`config.mk`:
```
export PLATFORM = sky130hd
export DESIGN_NAME = mwg_top
export DESIGN_NICKNAME = d
export VERILOG_FILES = /design/src/rtl/mwg_pkg.sv /design/src/rtl/mwg_sync2.sv /design/src/rtl/mwg_perm_tab.sv /design/src/rtl/mwg_top.sv
export SDC_FILE = /design/constraint.sdc
export NUM_CORES = 1
export LEC_CHECK = 0
export BUFFER_PORTS_ARGS = -buffer_cell sky130_fd_sc_hd__buf_2
export CAP_MARGIN = 30
export CELL_PAD_IN_SITES_DETAIL_PLACEMENT = 0
export CELL_PAD_IN_SITES_GLOBAL_PLACEMENT = 1
export CORE_MARGIN = 8
export CORE_UTILIZATION = 45
export CTS_CLUSTER_DIAMETER = 50
export DETAILED_ROUTE_END_ITERATION = 7
export PLACE_DENSITY = 0.9
export SETUP_SLACK_MARGIN = 0.1
export SLEW_MARGIN = 10
export SYNTH_ARGS = -nofsm -noshare
export SYNTH_HDL_FRONTEND = slang
export SYNTH_SLANG_ARGS = --single-unit
```
`constraint.sdc`:
```
create_clock -name clk -period 8.2 [get_ports clk]
set_input_delay 0.82 -clock clk [delete_from_list [all_inputs] [get_ports clk]]
set_output_delay 0.82 -clock clk [all_outputs]
set_load 0.1 [all_outputs]
```
`src/rtl/mwg_pkg.sv`:
```
// shared constants and carrier types for the memory map write guard
// assumes one 10 MHz clock and a synchronous, active-low core reset
package mwg_pkg;

  // address space shape
  localparam int DAW = 15;                       // data byte address bits
  localparam int PAW = 16;                       // program word address bits
  localparam int FAW = 17;                       // flash byte address bits
  localparam int BYTE_FLAG_BIT = 15;             // data address bit: 1 = byte

  // data-side regions, byte addresses
  localparam logic [14:0] WIN_BASE = 15'h0000;
  localparam logic [14:0] WIN_LAST = 15'h3fff;
  localparam logic [14:0] REG_BASE = 15'h4000;
  localparam logic [14:0] REG_LAST = 15'h4fff;
  localparam logic [14:0] SYSREG_BASE = 15'h4800;
  localparam logic [14:0] INFO_BASE = 15'h5000;
  localparam logic [14:0] INFO_LAST = 15'h53ff;
  localparam logic [14:0] RAM_BASE = 15'h6c00;
  localparam logic [14:0] RAM_LAST = 15'h7fff;

  // program-side regions, word addresses
  localparam logic [15:0] PFLASH_LAST = 16'hdfff;
  localparam logic [15:0] PRAM_BASE = 16'hf600;

  // ram protection segments and flash pages
  localparam int SEG_SHIFT = 5;                  // 32-byte segments
  localparam int SEG_NUM = 160;
  localparam int PERM_WORDS = 10;
  localparam logic [15:0] PERM_RST = 16'hffff;   // 1 = restricted write allowed
  localparam int PAGE_SHIFT = 10;                // 1024-byte pages
  localparam int PAGE_BITS = 7;

  // guard register indices on the plain register port
  localparam logic [3:0] RG_CTRL = 4'h0;
  localparam logic [3:0] RG_STATUS = 4'h1;
  localparam logic [3:0] RG_FADDR = 4'h2;
  localparam logic [3:0] RG_FDATA = 4'h3;
  localparam logic [3:0] RG_ERASE = 4'h4;
  localparam logic [3:0] RG_PERM0 = 4'h8;

  // field positions
  localparam int ST_VIOL = 0;
  localparam int ST_OVR = 1;
  localparam int ST_PROG_EN = 2;
  localparam int ST_ACC_ERR = 3;
  localparam int ST_SRC = 4;
  localparam int ER_INFO = 7;
  localparam int ER_GO = 8;
  localparam logic [2:0] WIN_SEL_RST = 3'h0;

  typedef logic [PERM_WORDS-1:0][15:0] mwg_perm_t;

  typedef struct packed {
    logic valid;
    logic wr;
    logic [15:0] addr;                           // bit 15 sizes the access
    logic [15:0] wdata;
  } mwg_dreq_t;

  typedef struct packed {
    logic flash_rd;
    logic flash_wr;
    logic info_rd;
    logic info_wr;
    logic reg_rd;
    logic reg_wr;
    logic ram_rd;
    logic ram_wr;
    logic unmapped;
    logic blocked;
    logic byte_acc;
    logic [FAW-1:0] addr;
    logic [15:0] wdata;
  } mwg_dout_t;

  typedef struct packed {
    logic flash;
    logic ram;
    logic unmapped;
    logic [15:0] addr;
  } mwg_pout_t;

  typedef struct packed {
    logic go;
    logic info;
    logic [FAW-1:0] addr;
  } mwg_erase_t;

  typedef struct packed {
    mwg_dout_t dout;
    mwg_pout_t pout;
    mwg_erase_t erase;
    logic [2:0] win_sel;
    logic viol;
    logic ovr;
    logic acc_err;
    logic fault_src;
    logic [15:0] f_addr;
    logic [15:0] f_data;
    logic [15:0] rdata;
  } mwg_top_st_t;

  typedef struct packed {
    logic s1;
    logic s2;
  } mwg_sync_st_t;

endpackage : mwg_pkg

```
`src/rtl/mwg_sync2.sv`:
```
// two-flop synchroniser for a level arriving from a pin
// assumes the level changes slowly compared with the clock
`timescale 1ns/1ps
module mwg_sync2 (
  input wire logic clk,
  input wire logic rst_n,
  input wire logic din,
  output logic dout
);
  import mwg_pkg::*;

  mwg_sync_st_t st_q;
  mwg_sync_st_t st_d;

  // first flop feeds only the second
  always_comb begin
    st_d.s1 = din;
    st_d.s2 = st_q.s1;
  end

  always_ff @(posedge clk) begin
    if (!rst_n) begin
      st_q <= '0;
    end else begin
      st_q <= st_d;
    end
  end

  assign dout = st_q.s2;

endmodule : mwg_sync2

```
`src/rtl/mwg_perm_tab.sv`:
```
// per-segment write permission table for the ram
// assumes writes are already gated by the caller for mode checks
`timescale 1ns/1ps
module mwg_perm_tab (
  input wire logic clk,
  input wire logic rst_n,
  input wire logic wr,
  input wire logic [3:0] widx,
  input wire logic [15:0] wdata,
  input wire logic [3:0] ridx,
  output logic [15:0] rword,
  input wire logic [7:0] seg,
  output logic allow
);
  import mwg_pkg::*;

  mwg_perm_t st_q;
  mwg_perm_t st_d;

  // word-wide update, out-of-range index ignored
  always_comb begin
    st_d = st_q;
    if (wr && (32'(widx) < PERM_WORDS)) begin
      st_d[widx] = wdata;
    end
  end

  always_ff @(posedge clk) begin
    if (!rst_n) begin
      st_q <= {PERM_WORDS{PERM_RST}};
    end else begin
      st_q <= st_d;
    end
  end

  // lookups read the flops directly, caller registers the result
  assign rword = (32'(ridx) < PERM_WORDS) ? st_q[ridx] : 16'h0000;
  assign allow = (32'(seg) < SEG_NUM) ? st_q[seg[7:4]][seg[3:0]] : 1'b0;

endmodule : mwg_perm_tab

```
`src/rtl/mwg_top.sv`:
```
// memory map decoder and write guard between core buses and memories
// assumes core requests are on clk; the debug enable comes from a pin
//
// Functional notes
// - data addresses bytes, program addresses words
// - data space 15 bits, program 16 bits
// - data address bit 15 marks byte access
// - program flash: first 56k words direct
// - program flash fetches are whole words
// - eight 16kB sections into data window
// - flash reads any size, writes whole words
// - info page decoded at 0x5000, 1024 bytes
// - info page: byte read, word write, whole erase
// - info programming only with debug enable
// - ram at top 2.5k program words
// - ram in last 5kB of data space
// - 32-byte ram segments, restricted-write permission each; here only segments 0-127 are settable, 128-159 stay allowed
// - ram reads always; privileged writes always
// - peripheral registers decoded from 0x4000
// - system registers shielded from restricted mode
// - restricted protected writes captured for diagnosis
// - flash erase works on 1024-byte pages
// - upper 16kB reached only through window
//
// Our own choices: the address map and strobed register access.
`timescale 1ns/1ps
module mwg_top (
  input wire logic clk,
  input wire logic rst_n,
  input wire logic sys_mode,
  input mwg_pkg::mwg_dreq_t dreq,
  input wire logic preq_valid,
  input wire logic [15:0] preq_addr,
  input wire logic dbg_prog_en,
  input wire logic [3:0] reg_addr,
  input wire logic [15:0] reg_wdata,
  input wire logic reg_wr,
  input wire logic reg_rd,
  output logic [15:0] reg_rdata,
  output mwg_pkg::mwg_dout_t dout,
  output mwg_pkg::mwg_pout_t pout,
  output mwg_pkg::mwg_erase_t erase,
  output logic viol_flag
);
  import mwg_pkg::*;

  mwg_top_st_t st_q;
  mwg_top_st_t st_d;

  logic prog_en;
  logic [15:0] perm_rword;
  logic seg_allow;
  logic perm_wr;
  logic [14:0] da;
  logic byte_acc;
  logic [14:0] ram_off;

  // inclusive range test, shared by every data region decode
  function automatic logic in_rng(input logic [14:0] a,
                                  input logic [14:0] lo,
                                  input logic [14:0] hi);
    in_rng = (a >= lo) && (a <= hi);
  endfunction : in_rng

  // guard registers that restricted software may not write
  function automatic logic guarded_reg(input logic [3:0] idx);
    guarded_reg = (idx == RG_CTRL) || (idx == RG_ERASE) ||
                  (idx >= RG_PERM0);
  endfunction : guarded_reg

  // debug enable arrives from a pin, so resynchronise it
  mwg_sync2 u_sync (
    .clk(clk),
    .rst_n(rst_n),
    .din(dbg_prog_en),
    .dout(prog_en)
  );

  // data address split: low 15 bits locate, bit 15 sizes
  assign da = dreq.addr[DAW-1:0];
  assign byte_acc = dreq.addr[BYTE_FLAG_BIT];
  assign ram_off = da - RAM_BASE;

  // permission table writes only from privileged software
  assign perm_wr = reg_wr && sys_mode && (reg_addr >= RG_PERM0);

  mwg_perm_tab u_perm (
    .clk(clk),
    .rst_n(rst_n),
    .wr(perm_wr),
    .widx(reg_addr - RG_PERM0),
    .wdata(reg_wdata),
    .ridx(reg_addr - RG_PERM0),
    .rword(perm_rword),
    .seg(ram_off[12:SEG_SHIFT]),
    .allow(seg_allow)
  );

  // main next-state logic
  always_comb begin
    logic dviol;
    logic rviol;
    logic [15:0] clr;
    dviol = 1'b0;
    rviol = 1'b0;
    clr = 16'h0000;
    st_d = st_q;

    // per-cycle pulses fall back to idle
    st_d.dout = '0;
    st_d.pout = '0;
    st_d.erase = '0;
    st_d.rdata = 16'h0000;

    // program side: word addresses only, always full words
    if (preq_valid) begin
      st_d.pout.addr = preq_addr;
      if (preq_addr <= PFLASH_LAST) begin
        st_d.pout.flash = 1'b1;
      end else if (preq_addr >= PRAM_BASE) begin
        st_d.pout.ram = 1'b1;
        st_d.pout.addr = preq_addr - PRAM_BASE;
      end else begin
        st_d.pout.unmapped = 1'b1;
      end
    end

    // data side decode
    if (dreq.valid) begin
      st_d.dout.byte_acc = byte_acc;
      st_d.dout.wdata = dreq.wdata;
      if (in_rng(da, WIN_BASE, WIN_LAST)) begin
        // section select forms the top flash bits; the upper
        // 16kB has no program alias, only this window reaches it
        st_d.dout.addr = {st_q.win_sel, da[13:0]};
        if (!dreq.wr) begin
          st_d.dout.flash_rd = 1'b1;
        end else if (!byte_acc) begin
          st_d.dout.flash_wr = 1'b1;
        end else begin
          st_d.dout.blocked = 1'b1;
          st_d.acc_err = 1'b1;
        end
      end else if (in_rng(da, REG_BASE, REG_LAST)) begin
        st_d.dout.addr = {2'h0, da};
        if (!dreq.wr) begin
          st_d.dout.reg_rd = 1'b1;
        end else if (!sys_mode && (da >= SYSREG_BASE)) begin
          st_d.dout.blocked = 1'b1;
          dviol = 1'b1;
        end else begin
          st_d.dout.reg_wr = 1'b1;
        end
      end else if (in_rng(da, INFO_BASE, INFO_LAST)) begin
        st_d.dout.addr = {7'h00, da[9:0]};
        if (!dreq.wr) begin
          st_d.dout.info_rd = 1'b1;
        end else if (!byte_acc && prog_en) begin
          st_d.dout.info_wr = 1'b1;
        end else begin
          st_d.dout.blocked = 1'b1;
          st_d.acc_err = 1'b1;
        end
      end else if (in_rng(da, RAM_BASE, RAM_LAST)) begin
        st_d.dout.addr = {4'h0, ram_off[12:0]};
        if (!dreq.wr) begin
          st_d.dout.ram_rd = 1'b1;
        end else if (sys_mode || seg_allow) begin
          st_d.dout.ram_wr = 1'b1;
        end else begin
          st_d.dout.blocked = 1'b1;
          dviol = 1'b1;
        end
      end else begin
        st_d.dout.unmapped = 1'b1;
      end
    end

    // register port writes
    if (reg_wr) begin
      if (!sys_mode && guarded_reg(reg_addr)) begin
        rviol = 1'b1;
      end else if (reg_addr == RG_CTRL) begin
        st_d.win_sel = reg_wdata[2:0];
      end else if (reg_addr == RG_STATUS) begin
        clr = reg_wdata; // write one to clear
      end else if (reg_addr == RG_ERASE) begin
        if (reg_wdata[ER_GO]) begin
          if (reg_wdata[ER_INFO] && !prog_en) begin
            st_d.acc_err = 1'b1;
          end else begin
            st_d.erase.go = 1'b1;
            st_d.erase.info = reg_wdata[ER_INFO];
            // page number lands on a 1024-byte boundary
            st_d.erase.addr = reg_wdata[ER_INFO] ? '0 :
              {reg_wdata[PAGE_BITS-1:0], 10'h000};
          end
        end
      end
    end

    // clears first, so an event in the same cycle still wins
    if (clr[ST_VIOL]) st_d.viol = 1'b0;
    if (clr[ST_OVR]) st_d.ovr = 1'b0;
    if (clr[ST_ACC_ERR] && !(st_d.acc_err && !st_q.acc_err)) begin
      st_d.acc_err = 1'b0;
    end
    if (dreq.valid && st_d.dout.blocked && !dviol) begin
      st_d.acc_err = 1'b1;
    end

    // capture the first errant write; later ones only mark overrun
    if (dviol || rviol) begin
      if (st_q.viol && !clr[ST_VIOL]) begin
        st_d.ovr = 1'b1;
      end else begin
        st_d.fault_src = !dviol;
        st_d.f_addr = dviol ? dreq.addr : {12'h000, reg_addr};
        st_d.f_data = dviol ? dreq.wdata : reg_wdata;
      end
      st_d.viol = 1'b1;
    end

    // read data stands one cycle after the strobe only
    if (reg_rd) begin
      unique case (reg_addr)
        RG_CTRL: st_d.rdata = {13'h0000, st_q.win_sel};
        RG_STATUS: begin
          st_d.rdata = 16'h0000;
          st_d.rdata[ST_VIOL] = st_q.viol;
          st_d.rdata[ST_OVR] = st_q.ovr;
          st_d.rdata[ST_PROG_EN] = prog_en;
          st_d.rdata[ST_ACC_ERR] = st_q.acc_err;
          st_d.rdata[ST_SRC] = st_q.fault_src;
        end
        RG_FADDR: st_d.rdata = st_q.f_addr;
        RG_FDATA: st_d.rdata = st_q.f_data;
        default: st_d.rdata = (reg_addr >= RG_PERM0) ? perm_rword :
                              16'h0000;
      endcase
    end
  end

  // single state register
  always_ff @(posedge clk) begin
    if (!rst_n) begin
      st_q <= '0;
      st_q.win_sel <= WIN_SEL_RST;
    end else begin
      st_q <= st_d;
    end
  end

  // every output is a flop of the state
  assign dout = st_q.dout;
  assign pout = st_q.pout;
  assign erase = st_q.erase;
  assign reg_rdata = st_q.rdata;
  assign viol_flag = st_q.viol;

endmodule : mwg_top

```
==> flow_summary.json <==
{
  "gr-total-overflow": 0,
  "wl_um": 43700,
  "core-area_mm2": 0.0304,
  "drt_iter0_drc": 1664,
  "io_buffers": 165,
  "status": "completed",
  "clkSinkCount": 289,
  "die_y_um": 191,
  "worstMarginPinSlew_ns": 1.07,
  "min_from": "u_perm.st_q[149]",
  "r2r_slack_ns": 5.23,
  "irDropWorstVdd_v": 0.000106,
  "fillCellCount": 2815,
  "critPathTopFamily": "compound AO/OA/AOI/OAI gates",
  "clk_pin_slew_ns": 0.06,
  "dp_hpwl_um": 28900,
  "clk_path_buf_depth": 3,
  "worstReg2RegStart": "viol_flag",
  "power_mw": 3.43,
  "initial_utilization": 0.454,
  "drive_gt1_frac": 0.216,
  "cts_resized": 0,
  "relSlewSlack": 0.283,
  "hold_buffers": 0,
  "cp_num_buf_inv": 4,
  "root_buffer": "clkbuf_16",
  "cp.required_ns": 8.62,
  "antenna_found_initial": 2,
  "rsz0062_at_grt": "false",
  "cpPeakStageDelay_ns": 0.71,
  "criticalPathCategory": "input port to flip-flop",
  "r2r_end": "st_q[25]",
  "multi_input_area_mm2": 0.00674,
  "ys.flop_type": "dfxtp_1",
  "seq_area_frac_synth": 0.419,
  "max_clock_freq_mhz": 230,
  "vias_per_cell": 5.95,
  "dpl_cell_area_mm2": 0.0140,
  "design_area_mm2": 0.0152,
  "grt_pass1_vias": 10900,
  "post-route-period-util": 0.531,
  "arrival_ns": 4.77,
  "dieArea_mm2": 0.0365,
  "synthesis.area_mm2": 0.0138,
  "p_per_area_mw_per_mm2": 225,
  "htree_levels": 2,
  "crit_chain": "buf_2 > buf_4 > inv_1 > ha_1 > inv_1 > o311ai_0 > a2111oi_0 > and4bb_1 > o21ai_2 > o21ai_2 > mux2i_1",
  "setup_violations": 0,
  "period_needed_ns": 4.35,
  "synth_edf_count": 0,
  "dieWidth_um": 191,
  "yosysUniqueCellTypes": 68,
  "final_hold_viol_count": 0,
  "grt_max_degree": 90,
  "post_cts_buffers": 0,
  "nets": 1619,
  "area_growth_pct": 10.3,
  "whs_endpoint": "u_perm.st_q[149]",
  "ys_ff_latch": 289,
  "drc": 0,
  "setup_tns_ns": 0,
  "gp_congestion": 0.947,
  "grtUsageTotal": 0.230,
  "cp-end-kind": "flip-flop",
  "ant_nets": 0,
  "syn_area_per_cell_um2": 9.04,
  "reg2reg_depth": 7,
  "ios": 176,
  "wire_per_inst_um": 22.3,
  "syn_inst": 1528,
  "cts_inserted_buffers": 34,
  "rows": 64,
  "slew_violations": 0,
  "worstSkewPairLatency_ns": 0.52,
  "yosys_warnings": 0,
  "grt_pass1_wl_um": 65400,
  "cap_violations": 0,
  "p_leak_nw": 6.69,
  "cp_max_fo": 50,
  "hold_path_class": "flip-flop to flip-flop",
  "first_pass_iters": 8,
  "cp-start-kind": "input port",
  "worst_path_max_delay_cell": "ha_1",
  "vias": 11600,
  "cts_tree": "built",
  "seq_area_mm2": 0.00579,
  "diodes": 0,
  "synth-async-reset-ratio": 0,
  "hold_depth": 1,
  "clock_skew_ns": 0.0318
}
per-layer routing:
metal  global-route usage  part of all wire  vias up
li1                     -                 -     5258
met5                    0           0.00023        -
met3               0.0469              0.11      118
met2                0.360              0.45      708
met4                0.104             0.045        2
met1                0.302              0.39     5560
cells in the final DEF, fill, tap and decap left out, drive strengths merged, types with 17 or more instances in the layout:
cell type	instances
nand2	301
dfxtp	289
buf	185
nand3	151
nor2	95
mux4	57
mux2i	51
nand2b	44
clkbuf	44
a21oi	33
and3	33
mux2	29
o221ai	27
and2	26
o211a	21
inv	17
cell families after synthesis:
| family | after synthesis | share of synthesized area |
|---|---|---|
| adder cells (fa/ha/maj) | 3 | 0.00272 |
| XOR/XNOR | 3 | 0.00190 |
| multiplexers | 137 | 0.154 |
| AO/OA/AOI/OAI | 166 | 0.0938 |
| flip-flops | 289 | 0.419 |
| buffers and inverters | 233 | 0.0977 |
| AND/OR/NAND/NOR | 696 | 0.231 |
| other | 1 | 0.000272 |
where the power goes:
part | switching [mW] | internal [mW] | total [mW]
clock | 0.601 | 0.956 | 1.56
combinational | 0.315 | 0.107 | 0.422
sequential | 0.0186 | 1.44 | 1.45
registers in the layout, indices dropped and copies added (netlist names):
name and cells:
u_perm.st_q 160, reg_rdata 16, u_sync.dout 1, u_sync.st_d 1, st_q 38, viol_flag 1, pout 19, dout 44
erase 9
metrics by stage:
stage | setup WS (ns) | hold slack (ns) | std cells | util
after floorplan | 4.92 | 0.403 | 1537 | -
after global placement | 3.33 | 0.416 | 1892 | 0.460
after detailed placement | 3.19 | 0.421 | 1894 | 0.461
after CTS | 3.61 | 0.439 | 1953 | 0.498
after global routing | 3.59 | 0.450 | 1958 | 0.501
final | 3.85 | 0.433 | 1958 | 0.501
cell usage after synthesis (5+ instances only):
master | n | area share
clkbuf_1 | 87 | 0.024
buf_1 | 5 | 0.0014
and2_1 | 26 | 0.012
buf_4 | 105 | 0.057
nand4_1 | 5 | 0.0023
nor3_1 | 15 | 0.0054
o221ai_1 | 27 | 0.017
and3_1 | 33 | 0.015
o211a_1 | 21 | 0.015
a221oi_1 | 6 | 0.0038
inv_1 | 14 | 0.0038
o21ai_0 | 11 | 0.0040
a21oi_1 | 33 | 0.012
buf_6 | 6 | 0.0049
a31oi_1 | 9 | 0.0041
o22ai_1 | 8 | 0.0036
nor2_1 | 95 | 0.026
mux4_2 | 57 | 0.093
nand2_1 | 301 | 0.082
buf_2 | 15 | 0.0054
a222oi_1 | 11 | 0.0080
mux2_2 | 27 | 0.022
nand3_1 | 151 | 0.055
mux2i_1 | 51 | 0.037
nor2b_1 | 7 | 0.0032
dfxtp_1 | 289 | 0.42
nand2b_1 | 44 | 0.020
layout make-up:
cell class                      instances  share of cell area
Timing Repair Buffer                  185              0.0670
Clock buffer                           44              0.0604
Tap cell                              396              0.0325
Inverter                               14             0.00345
Multi-Input combinational cell       1015               0.442
Sequential cell                       289               0.380
Clock inverter                         15              0.0148
how the worst max path moves through the flow:
stage	end	slack, ns	startpoint	cells past startpoint
2_1_floorplan	st_q[27]	4.92	dreq[26]	13
3_3_place_gp	st_q[41]	3.33	reg_addr[0]	8
3_5_place_dp	st_q[39]	3.19	reg_addr[0]	8
4_1_cts	st_q[47]	3.61	reg_addr[0]	8
5_1_grt	st_q[47]	3.59	dreq[26]	11
6_report	st_q[47]	3.85	dreq[26]	11
(Power assumes the default switching activity.)
